**config.mk**
```make
export PLATFORM = sky130hd
export DESIGN_NAME = ampseq_top
export DESIGN_NICKNAME = d
export VERILOG_FILES = /design/src/hw/ampseq_pkg.sv /design/src/hw/ampseq_top.sv /design/src/hw/ampseq_i2c_wr.sv
export SDC_FILE = /design/constraint.sdc
export NUM_CORES = 1
export LEC_CHECK = 0
export BUFFER_PORTS_ARGS = -buffer_cell sky130_fd_sc_hd__buf_4
export CELL_PAD_IN_SITES_DETAIL_PLACEMENT = 0
export CELL_PAD_IN_SITES_GLOBAL_PLACEMENT = 1
export CORE_MARGIN = 8
export CORE_UTILIZATION = 45
export CTS_CLUSTER_DIAMETER = 100
export DETAILED_ROUTE_END_ITERATION = 16
export GPL_ROUTABILITY_DRIVEN = 1
export GPL_TIMING_DRIVEN = 0
export PLACE_DENSITY_LB_ADDON = 0.1
export SLEW_MARGIN = 20
export SYNTH_ARGS = -nofsm -noshare
export SYNTH_HDL_FRONTEND = slang
export SYNTH_SLANG_ARGS = --single-unit
export TNS_END_PERCENT = 100
```
**constraint.sdc**
```tcl
create_clock -name mclk -period 9.85 [get_ports mclk]
set_input_delay 1.4775 -clock mclk [delete_from_list [all_inputs] [get_ports mclk]]
set_output_delay 1.4775 -clock mclk [all_outputs]
set_load 0.05 [all_outputs]
```
**src/hw/ampseq_pkg.sv**
```systemverilog
// constants and types shared by the amplifier start-up and shutdown host sequencer
package ampseq_pkg;
    // device register map, reached over the two-wire bus
    localparam logic [7:0] DEV_SHUTDOWN_CTRL = 8'h05;
    localparam logic [7:0] DEV_PWM_PERIOD    = 8'h1A;
    localparam logic [7:0] DEV_OSC_TRIM      = 8'h1B;
    localparam logic [7:0] SHUTDOWN_ENTER    = 8'h40;
    localparam logic [7:0] SHUTDOWN_EXIT     = 8'h00;
    localparam logic [7:0] TRIM_VALUE        = 8'h00;
    // local register map, software port
    localparam logic [3:0] REG_CTRL   = 4'h0;
    localparam logic [3:0] REG_WRITE  = 4'h1;
    localparam logic [3:0] REG_TIMING = 4'h2;
    localparam logic [3:0] REG_STATUS = 4'h3;
    localparam logic [15:0] TIMING_RESET = 16'h0000;
    localparam int ST_REFUSED_BIT = 4;
    // command codes in CTRL[2:0]
    localparam logic [2:0] CMD_NONE  = 3'h0;
    localparam logic [2:0] CMD_INIT  = 3'h1;
    localparam logic [2:0] CMD_EXIT  = 3'h2;
    localparam logic [2:0] CMD_ENTER = 3'h3;
    localparam logic [2:0] CMD_PDOWN = 3'h4;
    localparam logic [2:0] CMD_LOSS  = 3'h5;
    // timing: clock and a 100 us tick that every wait counts in
    localparam int CLK_PERIOD_NS = 25;
    localparam int TICK_NS       = 100000;
    localparam int TICK_CYCLES   = (TICK_NS + CLK_PERIOD_NS - 1) / CLK_PERIOD_NS;
    localparam int T_RST_LOW_US  = 100;
    localparam int T_RST_REL_US  = 13500;
    localparam int T_TRIM_US     = 50000;
    localparam int T_GUARD_US    = 240000;
    localparam int T_SD_US       = 1000;
    localparam int T_LOSS_US     = 2000;
    localparam int T_RST_HOLD_NS = 2000;
    localparam int TK_RST_LOW  = (T_RST_LOW_US * 1000 + TICK_NS - 1) / TICK_NS;
    localparam int TK_RST_REL  = (T_RST_REL_US * 1000 + TICK_NS - 1) / TICK_NS;
    localparam int TK_TRIM     = (T_TRIM_US * 1000 + TICK_NS - 1) / TICK_NS;
    localparam int TK_GUARD    = (T_GUARD_US * 1000 + TICK_NS - 1) / TICK_NS;
    localparam int TK_SD       = (T_SD_US * 1000 + TICK_NS - 1) / TICK_NS;
    localparam int TK_LOSS     = (T_LOSS_US * 1000 + TICK_NS - 1) / TICK_NS;
    localparam int TK_RST_HOLD = (T_RST_HOLD_NS + TICK_NS - 1) / TICK_NS;
    // 1.3 x t in ms equals 13 x t ticks of 100 us exactly
    localparam int PWM_SCALE_TICKS = 13;
    // two-wire bus quarter bit at 100 kHz
    localparam int I2C_QTR_CYCLES = 100;

    typedef enum logic [3:0] {
        S_OFF, S_RST, S_REL, S_TRIM, S_TRIMW, S_CFG, S_EXIT, S_EXITW,
        S_RUN, S_ENTER, S_ENTERW, S_SHUT, S_LOSS, S_RSTLOW
    } ampseq_state_e;

    typedef enum logic [1:0] {I_IDLE, I_START, I_BITS, I_STOP} ampseq_i2c_e;
endpackage : ampseq_pkg

```
**src/hw/ampseq_top.sv**
```systemverilog
// host sequencer driving the amplifier's reset, power-down and two-wire bus pins
// What this block does
// - hold every amplifier input low before start
// - reset low 100us, release, wait 13.5ms
// - trim oscillator, then wait 50ms
// - trim, then configure, then exit shutdown
// - normal operation: volume, mute, shutdown only
// - shutdown changes wait 240ms+1.3 tstart
// - extra guard only after first trim
// - enter shutdown, wait 1ms+1.3 tstop
// - from shutdown, reconfiguration is allowed
// - exit shutdown, wait 1ms+1.3 tstart
// - start/stop times come from timing register
// - power loss: power-down low, wait 2ms
// - reset low 2us before inputs go low
`timescale 1ns/1ps
`default_nettype none
module ampseq_top
    import ampseq_pkg::*;
#(
    parameter logic [6:0] DEV_ADDR     = 7'h2A, // arbitrary value
    parameter logic [7:0] VOL_FIRST    = 8'h07,
    parameter logic [7:0] VOL_LAST     = 8'h0A,
    parameter logic [7:0] MUTE_SUB     = 8'h06,
    parameter int         TICK_CYC     = TICK_CYCLES
) (
    input  wire logic        mclk,
    input  wire logic        resetn,
    input  wire logic [3:0]  addr,
    input  wire logic [15:0] wdata,
    input  wire logic        wr,
    input  wire logic        rd,
    output logic      [15:0] rdata,
    output logic             amp_reset_n,
    output logic             power_down_n,
    output logic             dig_inputs_en,
    output logic             scl_o,
    output logic             scl_oe,
    input  wire logic        sda_i,
    output logic             sda_o,
    output logic             sda_oe
);
    initial begin
        if (TICK_CYC < 1 || TICK_CYC > 65535) $error("TICK_CYC out of range");
        if (VOL_FIRST > VOL_LAST) $error("volume range reversed");
    end

    function automatic logic [15:0] wait_ticks(input int n);
        // one spare tick: the first tick may fall right after the load
        return 16'(n + 1);
    endfunction : wait_ticks

    function automatic logic [15:0] pwm_wait(input int base, input logic [7:0] t_ms);
        return 16'(base + 1) + 16'(PWM_SCALE_TICKS) * {8'h00, t_ms};
    endfunction : pwm_wait

    logic          rst_s1_q, rst_n;
    ampseq_state_e st_q, st_d;
    logic [15:0]   tick_cnt_q, tick_cnt_d;
    logic          tick;
    logic [15:0]   wait_q, wait_d, guard_q, guard_d, timing_q, timing_d;
    logic [2:0]    cmd_q, cmd_d;
    logic          pw_q, pw_d, pd_pend_q, pd_pend_d, first_q, first_d, refused_q, refused_d;
    logic [15:0]   pw_word_q, pw_word_d, rdata_d;
    logic          go_q, go_d;
    logic [7:0]    sub_q, sub_d, dat_q, dat_d;
    logic          rst_out_q, rst_out_d, pdn_q, pdn_d, den_q, den_d;
    logic          i2c_busy, i2c_done, i2c_nack, eng_free, wait_done, powered, pw_ok;

    always_ff @(posedge mclk or negedge resetn) begin
        if (!resetn) begin
            rst_s1_q <= 1'b0;
            rst_n    <= 1'b0;
        end else begin
            rst_s1_q <= 1'b1;
            rst_n    <= rst_s1_q;
        end
    end

    ampseq_i2c_wr u_i2c (
        .mclk     (mclk),
        .rst_n    (rst_n),
        .hold_low (st_q == S_OFF),
        .go       (go_q),
        .dev_addr (DEV_ADDR),
        .sub      (sub_q),
        .dat      (dat_q),
        .sda_i    (sda_i),
        .busy_q   (i2c_busy),
        .done_q   (i2c_done),
        .nack_q   (i2c_nack),
        .scl_oe_q (scl_oe),
        .sda_oe_q (sda_oe)
    );
    // open-drain: only ever pull low
    assign scl_o = 1'b0;
    assign sda_o = 1'b0;

    assign tick      = (tick_cnt_q == 16'h0000);
    assign wait_done = (wait_q == 16'h0000);
    assign eng_free  = !i2c_busy && !go_q;
    assign powered   = (st_q != S_OFF) && (st_q != S_LOSS) && (st_q != S_RSTLOW);
    // in normal operation only volume and soft-mute writes go out
    assign pw_ok = (st_q != S_RUN) || (pw_word_q[15:8] == MUTE_SUB) ||
                   (pw_word_q[15:8] >= VOL_FIRST && pw_word_q[15:8] <= VOL_LAST);

    always_comb begin
        st_d       = st_q;
        tick_cnt_d = tick ? 16'(TICK_CYC - 1) : tick_cnt_q - 16'h0001;
        wait_d     = (tick && !wait_done) ? wait_q - 16'h0001 : wait_q;
        guard_d    = (tick && guard_q != 16'h0000) ? guard_q - 16'h0001 : guard_q;
        timing_d   = timing_q;
        cmd_d      = cmd_q;
        pw_d       = pw_q;
        pw_word_d  = pw_word_q;
        pd_pend_d  = pd_pend_q;
        first_d    = first_q;
        refused_d  = refused_q;
        go_d       = 1'b0;
        sub_d      = sub_q;
        dat_d      = dat_q;
        rst_out_d  = rst_out_q;
        pdn_d      = pdn_q;
        den_d      = den_q;
        rdata_d    = 16'h0000;
        // software port
        if (rd) begin
            case (addr)
                REG_CTRL:   rdata_d = {13'h0000, cmd_q};
                REG_WRITE:  rdata_d = pw_word_q;
                REG_TIMING: rdata_d = timing_q;
                REG_STATUS: rdata_d = {7'h00, pw_q, i2c_busy, guard_q != 16'h0000, first_q,
                                       refused_q, i2c_nack, 3'h0} | {12'h000, st_q};
                default:    rdata_d = 16'h0000;
            endcase
        end
        if (wr && addr == REG_STATUS && wdata[ST_REFUSED_BIT]) refused_d = 1'b0;
        if (wr && addr == REG_TIMING) timing_d = wdata;
        if (wr && addr == REG_CTRL) begin
            if (cmd_q != CMD_NONE) refused_d = 1'b1;
            else cmd_d = wdata[2:0];
        end
        if (wr && addr == REG_WRITE) begin
            if (pw_q) refused_d = 1'b1;
            else begin
                pw_d      = 1'b1;
                pw_word_d = wdata;
            end
        end
        // a sudden power loss overrides whatever is in flight, but is refused while another command is pending
        if (cmd_q == CMD_LOSS && powered) begin
            cmd_d  = CMD_NONE;
            pdn_d  = 1'b0;
            wait_d = wait_ticks(TK_LOSS);
            st_d   = S_LOSS;
        end else begin
            case (st_q)
                S_OFF: begin
                    rst_out_d = 1'b0;
                    pdn_d     = 1'b0;
                    den_d     = 1'b0;
                    pd_pend_d = 1'b0;
                    if (cmd_q == CMD_INIT) begin
                        cmd_d  = CMD_NONE;
                        pdn_d  = 1'b1;
                        den_d  = 1'b1;
                        wait_d = wait_ticks(TK_RST_LOW);
                        st_d   = S_RST;
                    end else if (cmd_q != CMD_NONE) begin
                        cmd_d     = CMD_NONE;
                        refused_d = 1'b1;
                    end
                end
                S_RST: if (wait_done) begin
                    rst_out_d = 1'b1;
                    wait_d    = wait_ticks(TK_RST_REL);
                    st_d      = S_REL;
                end
                S_REL: if (wait_done && eng_free) begin
                    go_d  = 1'b1;
                    sub_d = DEV_OSC_TRIM;
                    dat_d = TRIM_VALUE;
                    st_d  = S_TRIM;
                end
                S_TRIM: if (i2c_done) begin
                    wait_d = wait_ticks(TK_TRIM);
                    if (!first_q) begin
                        first_d = 1'b1;
                        guard_d = pwm_wait(TK_GUARD, timing_q[7:0]);
                    end
                    st_d = S_TRIMW;
                end
                S_TRIMW: if (wait_done) st_d = S_CFG;
                S_EXIT: if (i2c_done) begin
                    wait_d = pwm_wait(TK_SD, timing_q[7:0]);
                    st_d   = S_EXITW;
                end
                S_EXITW: if (wait_done) st_d = S_RUN;
                S_ENTER: if (i2c_done) begin
                    wait_d = pwm_wait(TK_SD, timing_q[15:8]);
                    st_d   = S_ENTERW;
                end
                S_ENTERW: if (wait_done) begin
                    if (pd_pend_q) begin
                        rst_out_d = 1'b0;
                        wait_d    = wait_ticks(TK_RST_HOLD);
                        st_d      = S_RSTLOW;
                    end else begin
                        st_d = S_SHUT;
                    end
                end
                S_CFG, S_SHUT, S_RUN: begin
                    if (pw_q && eng_free && cmd_q == CMD_NONE) begin
                        pw_d = 1'b0;
                        if (pw_ok) begin
                            go_d  = 1'b1;
                            sub_d = pw_word_q[15:8];
                            dat_d = pw_word_q[7:0];
                        end else begin
                            refused_d = 1'b1;
                        end
                    end else if (cmd_q != CMD_NONE && eng_free) begin
                        if ((cmd_q == CMD_EXIT && st_q != S_RUN) ||
                            ((cmd_q == CMD_ENTER || cmd_q == CMD_PDOWN) && st_q == S_RUN)) begin
                            // held pending until the post-trim guard has run out
                            if (guard_q == 16'h0000) begin
                                cmd_d     = CMD_NONE;
                                go_d      = 1'b1;
                                sub_d     = DEV_SHUTDOWN_CTRL;
                                pd_pend_d = (cmd_q == CMD_PDOWN);
                                dat_d     = (cmd_q == CMD_EXIT) ? SHUTDOWN_EXIT : SHUTDOWN_ENTER;
                                st_d      = (cmd_q == CMD_EXIT) ? S_EXIT : S_ENTER;
                            end
                        end else if (cmd_q == CMD_PDOWN) begin
                            cmd_d     = CMD_NONE;
                            rst_out_d = 1'b0;
                            wait_d    = wait_ticks(TK_RST_HOLD);
                            st_d      = S_RSTLOW;
                        end else begin
                            cmd_d     = CMD_NONE;
                            refused_d = 1'b1;
                        end
                    end
                end
                S_LOSS: if (wait_done) begin
                    rst_out_d = 1'b0;
                    wait_d    = wait_ticks(TK_RST_HOLD);
                    st_d      = S_RSTLOW;
                end
                S_RSTLOW: if (wait_done) begin
                    pdn_d = 1'b0;
                    den_d = 1'b0;
                    pw_d  = 1'b0;
                    st_d  = S_OFF;
                end
                default: st_d = S_OFF;
            endcase
        end
    end

    always_ff @(posedge mclk or negedge rst_n) begin
        if (!rst_n) begin
            st_q       <= S_OFF;
            tick_cnt_q <= 16'h0000;
            wait_q     <= 16'h0000;
            guard_q    <= 16'h0000;
            timing_q   <= TIMING_RESET;
            cmd_q      <= CMD_NONE;
            pw_q       <= 1'b0;
            pw_word_q  <= 16'h0000;
            pd_pend_q  <= 1'b0;
            first_q    <= 1'b0;
            refused_q  <= 1'b0;
            go_q       <= 1'b0;
            sub_q      <= 8'h00;
            dat_q      <= 8'h00;
            rst_out_q  <= 1'b0;
            pdn_q      <= 1'b0;
            den_q      <= 1'b0;
            rdata      <= 16'h0000;
        end else begin
            st_q       <= st_d;
            tick_cnt_q <= tick_cnt_d;
            wait_q     <= wait_d;
            guard_q    <= guard_d;
            timing_q   <= timing_d;
            cmd_q      <= cmd_d;
            pw_q       <= pw_d;
            pw_word_q  <= pw_word_d;
            pd_pend_q  <= pd_pend_d;
            first_q    <= first_d;
            refused_q  <= refused_d;
            go_q       <= go_d;
            sub_q      <= sub_d;
            dat_q      <= dat_d;
            rst_out_q  <= rst_out_d;
            pdn_q      <= pdn_d;
            den_q      <= den_d;
            rdata      <= rdata_d;
        end
    end

    assign amp_reset_n   = rst_out_q;
    assign power_down_n  = pdn_q;
    assign dig_inputs_en = den_q;
endmodule : ampseq_top
`default_nettype wire

```
**src/hw/ampseq_i2c_wr.sv**
```systemverilog
// two-wire bus master that sends one register write: address, sub-address, data
`timescale 1ns/1ps
`default_nettype none
module ampseq_i2c_wr
    import ampseq_pkg::*;
#(
    parameter int QTR = I2C_QTR_CYCLES
) (
    input  wire logic       mclk,
    input  wire logic       rst_n,
    input  wire logic       hold_low,
    input  wire logic       go,
    input  wire logic [6:0] dev_addr,
    input  wire logic [7:0] sub,
    input  wire logic [7:0] dat,
    input  wire logic       sda_i,
    output logic            busy_q,
    output logic            done_q,
    output logic            nack_q,
    output logic            scl_oe_q,
    output logic            sda_oe_q
);
    initial begin
        if (QTR < 2 || QTR > 65535) $error("QTR out of range");
    end

    ampseq_i2c_e ph_q, ph_d;
    logic [15:0] div_q, div_d;
    logic [1:0]  qt_q, qt_d;
    logic [4:0]  bit_q, bit_d;
    logic [26:0] sh_q, sh_d;
    logic        done_d, nack_d, busy_d, scl_d, sda_d;
    logic        sda_s1_q, sda_s2_q;
    logic        step;

    assign step = (div_q == 16'h0000);

    always_comb begin
        ph_d   = ph_q;
        div_d  = step ? 16'(QTR - 1) : div_q - 16'h0001;
        qt_d   = qt_q;
        bit_d  = bit_q;
        sh_d   = sh_q;
        done_d = 1'b0;
        nack_d = nack_q;
        scl_d  = scl_oe_q;
        sda_d  = sda_oe_q;
        busy_d = busy_q;
        case (ph_q)
            I_IDLE: begin
                scl_d = hold_low;
                sda_d = hold_low;
                if (go && !hold_low) begin
                    ph_d   = I_START;
                    busy_d = 1'b1;
                    nack_d = 1'b0;
                    qt_d   = 2'h0;
                    div_d  = 16'(QTR - 1);
                    bit_d  = 5'h00;
                    sh_d   = {dev_addr, 1'b0, 1'b1, sub, 1'b1, dat, 1'b1};
                end
            end
            I_START: if (step) begin
                if (qt_q == 2'h0) begin
                    sda_d = 1'b1;
                    qt_d  = 2'h1;
                end else begin
                    scl_d = 1'b1;
                    qt_d  = 2'h0;
                    ph_d  = I_BITS;
                end
            end
            I_BITS: if (step) begin
                qt_d = qt_q + 2'h1;
                case (qt_q)
                    2'h0: sda_d = ~sh_q[26];
                    2'h1: scl_d = 1'b0;
                    2'h2: begin
                        // acknowledge slots release the line, a high level means refused
                        if ((bit_q == 5'd8 || bit_q == 5'd17 || bit_q == 5'd26) && sda_s2_q) begin
                            nack_d = 1'b1;
                        end
                    end
                    default: begin
                        scl_d = 1'b1;
                        sh_d  = {sh_q[25:0], 1'b1};
                        bit_d = bit_q + 5'h01;
                        if (bit_q == 5'd26) begin
                            ph_d = I_STOP;
                        end
                    end
                endcase
            end
            I_STOP: if (step) begin
                qt_d = qt_q + 2'h1;
                case (qt_q)
                    2'h0: sda_d = 1'b1;
                    2'h1: scl_d = 1'b0;
                    2'h2: sda_d = 1'b0;
                    default: begin
                        ph_d   = I_IDLE;
                        busy_d = 1'b0;
                        done_d = 1'b1;
                    end
                endcase
            end
            default: ph_d = I_IDLE;
        endcase
    end

    always_ff @(posedge mclk or negedge rst_n) begin
        if (!rst_n) begin
            ph_q     <= I_IDLE;
            div_q    <= 16'h0000;
            qt_q     <= 2'h0;
            bit_q    <= 5'h00;
            sh_q     <= 27'h7FFFFFF;
            done_q   <= 1'b0;
            nack_q   <= 1'b0;
            busy_q   <= 1'b0;
            scl_oe_q <= 1'b1;
            sda_oe_q <= 1'b1;
            sda_s1_q <= 1'b1;
            sda_s2_q <= 1'b1;
        end else begin
            ph_q     <= ph_d;
            div_q    <= div_d;
            qt_q     <= qt_d;
            bit_q    <= bit_d;
            sh_q     <= sh_d;
            done_q   <= done_d;
            nack_q   <= nack_d;
            busy_q   <= busy_d;
            scl_oe_q <= scl_d;
            sda_oe_q <= sda_d;
            sda_s1_q <= sda_i;
            sda_s2_q <= sda_s1_q;
        end
    end
endmodule : ampseq_i2c_wr
`default_nettype wire

```
Yosys cells after proc, flatten, opt, wreduce, memory -nomap -nowiden
Index checks and enable logic that the tools add are counted.
{"block": "totals", "ff_bits": 188, "input_bits": 25, "out_inout_bits": 23, "wordCells": 360}
{"block": "op_classes", "n_addsub": 9, "multipliers": 2, "order_cmp": 2, "eq_ne": 80, "mux": 163, "n_bitwise": 4, "n_reduce_logical": 68}
{"cell": "$mux 16", "n": 24}
{"cell": "$pmux 16 s8", "n": 1}
{"cell": "$mux 8", "n": 12}
{"cell": "$mux 27", "n": 3}
{"cell": "$mux 4", "n": 18}
{"cell": "$logic_not 16->1", "n": 4}
{"cell": "$pmux 16 s4", "n": 1}
{"cell": "$sub 16x1->16 const B", "n": 4}
{"cell": "$mux 1", "n": 59}
{"cell": "$pmux 27 s2", "n": 1}
{"cell": "$pmux 4 s12", "n": 1}
{"cell": "$ne 3x3->1 const B", "n": 14}
{"cell": "$ne 2x2->1 const B", "n": 17}
{"cell": "$pmux 8 s2", "n": 2}
{"cell": "$mux 3", "n": 10}
{"cell": "$add 4x12->13 const A", "n": 2}
{"cell": "$eq 4x4->1 const B", "n": 6}
{"cell": "$mul 4x8->12 const A", "n": 2}
{"cell": "$mux 2", "n": 11}
{"cell": "$logic_and 1x1->1", "n": 20}
{"cell": "$ne 2x1->1 const B", "n": 10}
{"cell": "$ne 4x4->1 const B", "n": 5}
{"cell": "$pmux 1 s2", "n": 9}
{"cell": "$reduce_and 6->1", "n": 3}
{"cell": "48 further kinds", "n": 89}

Longest topological paths before layout
Gate-level depths: netlist of the first run.
{"block": "depth", "ltp_word": 14, "depth_mapped": 13, "depth_no_buf": 13}

Modules after synthesis
Synthesis of the first run repeated with hierarchy kept, for this count alone.
{"block": "unflattened", "cells_unflattened": 1265, "hier_area_um2": 11939.0}
{"mod": "ampseq_top", "n_inst": 1, "cells_each": 961, "area_per_inst_um2": 8842.2, "seq_area_each_um2": 3228.1}
{"mod": "ampseq_i2c_wr", "n_inst": 1, "cells_each": 304, "area_per_inst_um2": 3096.7, "seq_area_each_um2": 1488.9}

Least setup slack after synthesis of the first run
OpenSTA, ideal clock, no wires.
{"block": "synth_path", "kind": "reg2reg", "from": "register timing_q[0]", "to": "register wait_q[11]", "setup_ns": 0.124, "t_arrival_ns": 3.288, "t_required_ns": 9.726, "path_slack_ns": 6.438, "stages_incl_launch_ff": 14, "path_buffers": 1, "period_less_slack_ns": 3.412, "path_cell_list": "dfrtp_1 > clkbuf_1 > inv_1 > ha_1 > ha_1 > ha_1 > fa_1 > a21o_1 > a221oi_1 > xnor2_1 > nand4_1 > xor2_1 > nor2_1 > a211o_1"}
{"block": "synth_between", "elab_chain_len": 5}
{"item": "start: declaration", "line": "ampseq_top.sv:61", "source": "logic [15:0] wait_q, wait_d, guard_q, guard_d, timing_q, timing_d;"}
{"item": "start signal: assignment", "line": "ampseq_top.sv:286", "source": "timing_q <= timing_d;"}
{"item": "$mul 4x8->12", "line": "ampseq_top.sv:54", "source": "return 16'(base + 1) + 16'(PWM_SCALE_TICKS) * {8'h00, t_ms};"}
{"item": "$add 4x12->13", "line": "ampseq_top.sv:54"}
{"item": "$mux 16", "line": "ampseq_top.sv:194", "source": "S_EXIT: if (i2c_done) begin"}
{"item": "$pmux 16 s8", "line": "ampseq_top.sv:157", "source": "case (st_q)"}
{"item": "$mux 16", "line": "ampseq_top.sv:151", "source": "if (cmd_q == CMD_LOSS && powered) begin"}
{"item": "via wait_d[11]", "line": "ampseq_top.sv:61"}
{"item": "end signal: assignment", "line": "ampseq_top.sv:284", "source": "wait_q <= wait_d;"}
{"item": "end: declaration", "line": "ampseq_top.sv:61"}
The timed path passes the listed nets, and every way through them passes these cells.
A chain may end at the register's enable or synchronous reset.

Final worst setup path of the first run
Ends and elaborated chain as after synthesis.

==> results.cfg, run 1 <==
[status]
run_status = finished, final reports clean

[place]
place.gp.congestion = 0.907
post-place-ws_ns = 5.69
port_buffers = 44
dp_hpwl_um = 23200

[synth]
synth_top_family_by_area = simple AND/OR/NAND/NOR gates
synth-simple-area-share = 0.172
synthAdderAreaFrac = 0.0894
ys_seq_elements = 187
synth-compound-area-share = 0.152
synth_seq_area_share = 0.401
async_flop_share = 1.00
synth_edf_count = 0
ys_warn_count = 0
muxShareOfSynthArea = 0.0739
netlist_instances = 1230
synth_ff_type = dfrtp_1
yosys.area_share.xor_xnor = 0.0626
synthesis.area_per_instance_sq_um = 9.55
synth_area_sq_um = 11800
synthDistinctLibCells = 88

[layout]
mostFrequentLayoutCell = dfrtp_1
area_growth_syn_to_layout_pct = 12.7
drive_above_1_share = 0.147
final_cell_mix = dfrtp_1, nand2_1, nor2_1
nets = 1400

[clock_network]
postCtsResizedCells = 0
clockBufferDepth = 2
cts.sinks = 187
cts_tree = done
h-tree-depth = 4
post_cts_buffers = 0
path_clk_slew_ns = 0.09
cts-root-buf = clkbuf_16
clk_latency_ns = 0.45
cts_inserted_buffers = 17
cts_hold_buf = 0

[critical_path]
path_buf_inv = 2
critical-path-top-delay-family = adder cells
startpoint_type = flop
slowest_delay_ns = 0.48
cp_common_cell = ha_1
required_ns = 10.17
cp_cell_sequence = clkbuf_1 -> inv_1 -> ha_1 -> ha_1 -> ha_1 -> fa_1 -> a21o_1 -> a221oi_1 -> xnor2_1 -> nand4_1 -> xor2_1 -> nor2_1 -> a211o_1
slowest_stage = a221oi_1
timing.critical_path.fanout_max = 9
endpoint_kind = flop
crit_arrival_ns = 4.46
crit_type = reg2reg

[drt]
vias = 9166
via_per_inst = 5.57
detail-route-antenna-nets = 0
drt_iter0_markers = 598
drc = 0
routedWlPerCell_um = 18.4
firstDrtPassIters = 6
totalWireLength_um = 30300

[sta]
tns_ns = 0
final-hold-violation-count = 0
fin_crit_ns = 4.13
setup-violations-final = 0
period_share = 0.420
clock.fmax_ghz = 0.242
drv_slew = 0
tightest_slew_ns = 0.858
fin_ws_ns = 5.72
relSlewSlack = 0.422
fin_skew_ns = 0.0190
rsz0062_at_grt = false

[floorplan]
pin_count = 48
row_count = 59
initial_core_util = 0.455
coreArea_sq_um = 25800
die_x_um = 178
die_h_um = 178
dieArea_sq_um = 31500

[job]
maxCapViolations = 0

[global_routing]
grt_pass1_wl_um = 49900
gr-total-overflow = 0
antenna_found_initial = 0
grt_max_degree = 56
grt_usage = 0.198
grt_pass1_vias = 9212

[power]
ir_worst_vdd_mv = 0.165
p_per_area_nw_per_um2 = 286
p_leak_nw = 5.81

[worst_hold_path]
hp-class = reg2async
## routing by layer
metal	wire length [um]	vias up	track usage
li1	-	4480	-
met1	15200	4453	0.290
met2	13400	196	0.298
met3	1250	37	0.0317
met4	473	0	0.0563
met5	0	-	0
## final timing paths
path / cells after the start / slack, ns / endpoint / startpoint
min reg2reg: 0 / 0.37 / sub_q[6]$_DFFE_PN0P_ / rst_n$_DFF_PN0_
min: 0 / 0.37 / sub_q[6]$_DFFE_PN0P_ / rst_n$_DFF_PN0_
max reg2reg: 13 / 5.72 / wait_q[11]$_DFF_PN0_ / timing_q[0]$_DFFE_PN0P_
min in group mclk: 0 / 0.37 / u_i2c.sda_s2_q$_DFF_PN1_ / u_i2c.sda_s1_q$_DFF_PN1_
max: 13 / 5.72 / wait_q[11]$_DFF_PN0_ / timing_q[0]$_DFFE_PN0P_
max in group asynchronous: 2 / 8.50 / wait_q[0]$_DFF_PN0_ / rst_n$_DFF_PN0_
## metrics by stage
stage / area (sq um) / hold WS (ns) / power, mW / util / cells
after floorplan: 11800 / 0.331 / 2.53 / - / 1231
after global placement: 12500 / 0.335 / 3.01 / 0.484 / 1610
after detailed placement: 12600 / 0.349 / 3.03 / 0.487 / 1613
after CTS: 13200 / 0.370 / 3.82 / 0.513 / 1645
after global routing: 13200 / 0.374 / 4.09 / 0.513 / 1645
final: 13200 / 0.366 / 3.79 / 0.513 / 1646
## flip-flops by register name, summed over array words and instances, names as in the netlist, 2 cells and up
register and cells:
timing_q 16, dat_q 8, guard_q 16, pw_word_q 16, rdata 16, u_i2c.bit_q 5, u_i2c.sh_q 26, u_i2c.ph_q 2
tick_cnt_q 16, u_i2c.div_q 16, wait_q 16, st_q 4, sub_q 8, cmd_q 3, u_i2c.qt_q 2
## cells in the mapped netlist, types with 5 or more instances
cell type,count,area share
nor3b_1,6,0.0038
clkbuf_1,41,0.013
o221ai_1,8,0.0060
o21bai_1,6,0.0038
a22oi_1,14,0.0089
o21ai_0,74,0.032
o22a_1,6,0.0045
a221oi_1,5,0.0037
nand3_1,32,0.014
nand2_1,123,0.039
or4_1,5,0.0032
a21oi_1,56,0.024
and2_1,7,0.0037
dfstp_2,30,0.067
a31oi_1,12,0.0064
nor2b_1,14,0.0075
inv_1,88,0.028
or3_1,10,0.0053
and3_1,11,0.0059
fa_1,10,0.017
xor2_1,32,0.024
ha_1,68,0.072
nor2_1,95,0.030
xnor2_1,52,0.039
nand2b_1,8,0.0043
dfrtp_1,157,0.33
a21o_1,11,0.0070
nor4_1,18,0.0096
mux2i_1,32,0.027
a22o_1,7,0.0052
o22ai_1,9,0.0048
nand4_1,5,0.0027
mux2_2,40,0.038
buf_2,7,0.0030
o21a_1,5,0.0032
o31ai_1,8,0.0051
a211oi_1,5,0.0032
nor3_1,22,0.0094
o211ai_1,5,0.0032
## cell type report
| type | instances | area, sq um |
|---|---|---|
| repair buffers | 47 | 405 |
| plain buffers | 53 | 239 |
| clock buffers | 17 | 425 |
| fillers | 2451 | 12600 |
| inverters | 88 | 330 |
| well taps | 335 | 419 |
| multi-input cells | 903 | 6470 |
| flip-flops and latches | 187 | 4720 |
| clock inverters | 15 | 229 |
| diodes | 1 | 2.50 |
## power by group
part / switching (mW) / leakage (nW) / internal [mW]
combinational: 1.19 / 3.21 / 0.770
sequential: 0.143 / 2.29 / 0.926
clock: 0.396 / 0.314 / 0.364
total: 1.73 / 5.81 / 2.06
## cell families (layout without fill, tap and decap cells)
group,count (synthesis),in the layout
flip-flops,187,187
multiplexers,77,77
adder cells (fa/ha/maj),78,78
XOR/XNOR,84,84
AND/OR/NAND/NOR,393,393
AO/OA/AOI/OAI,268,268
other,2,4
buffers and inverters,141,220
Note: power is estimated with default switching activity, not from simulation.
==> run 2, diff against run 1 <==
==> constraint.sdc (replaced) <==
create_clock -name mclk -period 3.75 [get_ports mclk]
set_input_delay 0.5625 -clock mclk [delete_from_list [all_inputs] [get_ports mclk]]
set_output_delay 0.5625 -clock mclk [all_outputs]
set_load 0.05 [all_outputs]
==> results.cfg, run 2 (synthesized netlist as in run 1, its figures left out) <==
[place]
place.gp.congestion = 0.906
dp_hpwl_um = 23200
port_buffers = 44
post-place-ws_ns = -0.403
place_inst = 1614

[critical_path]
endpoint_kind = flop
slowest_delay_ns = 0.39
path_buf_inv = 2
startpoint_type = flop
r2r_setup_slack_ns = 0.25
cp_common_cell = ha_1
crit_arrival_ns = 3.83
slowest_stage = fa_2
cp_cell_sequence = buf_6 -> inv_1 -> ha_1 -> ha_1 -> ha_1 -> fa_2 -> a21o_1 -> a221oi_4 -> xnor2_2 -> nand4_1 -> xor2_1 -> nor2_1 -> a211o_1
required_ns = 4.08
timing.critical_path.fanout_max = 9
critical-path-top-delay-family = adder cells
crit_type = reg2reg

[sta]
fin_crit_ns = 3.50
tns_ns = 0
fin_skew_ns = 0.0247
drv_slew = 0
period_share = 0.933
relSlewSlack = 0.412
clock.fmax_ghz = 0.286
final-hold-violation-count = 0
tightest_slew_ns = 0.879
fin_ws_ns = 0.250
setup-violations-final = 0
rsz0062_at_grt = false

[power]
p_leak_nw = 5.86
ir_worst_vdd_mv = 0.548
finalPower_mw = 10.2
p_per_area_nw_per_um2 = 761

[floorplan]
die_h_um = 178
initial_core_util = 0.455
coreArea_sq_um = 25800
row_count = 59
pin_count = 48
dieArea_sq_um = 31500
die_x_um = 178

[clock_network]
cts_inserted_buffers = 17
cts_tree = done
path_clk_slew_ns = 0.09
h-tree-depth = 4
cts-root-buf = clkbuf_16
clockBufferDepth = 2
cts.sinks = 187
clk_latency_ns = 0.45

[layout]
finalNonFillerCells = 1649
drive_above_1_share = 0.158
final_util = 0.518
nets = 1404
area_growth_syn_to_layout_pct = 13.9
largest_register_ffs = 26
regMostFlops = u_i2c.sh_q
fillers = 2454
final_cell_mix = dfrtp_1, nand2_1, nor2_1
seq_area_sq_um = 4720
antennaDiodeCount = 0
multi_input_area_sq_um = 6560
mostFrequentLayoutCell = dfrtp_1

[drt]
drt_iter0_markers = 536
firstDrtPassIters = 5
drc = 0
detail-route-antenna-nets = 0
dr_wl_met2_um = 13500
highest_layer = met4
routedWlPerCell_um = 18.5
vias = 9163
drt-met1-wl_um = 15300
totalWireLength_um = 30500
wl_met3_um = 1340
via_per_inst = 5.56

[global_routing]
grt_pass1_wl_um = 49800
gr-total-overflow = 0
grt_usage = 0.197
antenna_found_initial = 0
grt_max_degree = 50
grt_pass1_vias = 9036

[worst_hold_path]
hp-class = in2reg

[job]
maxCapViolations = 0

[status]
run_status = finished, final reports clean
-- run 2: routing by layer --
metal  vias up  GRT usage
li1       4491          -
met4         0     0.0469
met5         -          0
met3        20     0.0357
met1      4477      0.285
met2       175      0.301
-- run 2: power by group --
part           internal, mW  switching (mW)  leakage [nW]
Sequential             2.43           0.374          2.29
Combinational          2.14            3.23          3.25
Clock                 0.960            1.05         0.316
Total                  5.53            4.65          5.86
-- run 2: path summary, 6_finish.rpt --
kind	startpoint	end	depth (start not counted)
min	sda_i	u_i2c.sda_s1_q$_DFF_PN1_	1
min in group asynchronous	rst_n$_DFF_PN0_	sub_q[7]$_DFFE_PN0P_	0
max in group asynchronous	rst_n$_DFF_PN0_	u_i2c.sda_oe_q$_DFFE_PN1P_	3
max reg2reg	timing_q[0]$_DFFE_PN0P_	wait_q[11]$_DFF_PN0_	13
max	timing_q[0]$_DFFE_PN0P_	wait_q[11]$_DFF_PN0_	13
min reg2reg	rst_n$_DFF_PN0_	sub_q[7]$_DFFE_PN0P_	0
-- run 2: repair_timing --
item,4_1_cts,5_1_grt
hold endpoints to repair,2,0
hold buffers,1,0
pin swaps,0,3
buffers inserted,0,2
setup endpoints to repair,10,8
resized for setup,6,11
cloned,0,0
-- run 2: area by class of cell --
class                   count  share of cell area
plain buffers              53              0.0184
clock inverters            15              0.0171
flip-flops and latches    187               0.353
repair buffers             51              0.0337
inverters                  88              0.0247
well taps                 335              0.0313
multi-input cells         903               0.490
clock buffers              17              0.0318
-- run 2: worst reg2reg max path: stages, from the launching register on --
cell and delay, ns:
dfrtp_1 0.38, buf_6 0.16, inv_1 0.05, ha_1 0.37, ha_1 0.31, ha_1 0.23, fa_2 0.39, a21o_1 0.23
a221oi_4 0.34, xnor2_2 0.19, nand4_1 0.14, xor2_1 0.24, nor2_1 0.06, a211o_1 0.27
-- run 2: through the flow --
step	hold slack, ns	area [sq um]
3_3_place_gp	0.334	12500
4_1_cts	0.204	13300
3_5_place_dp	0.267	12600
6_report	0.218	13400
2_1_floorplan	0.267	11800
5_1_grt	0.199	13400
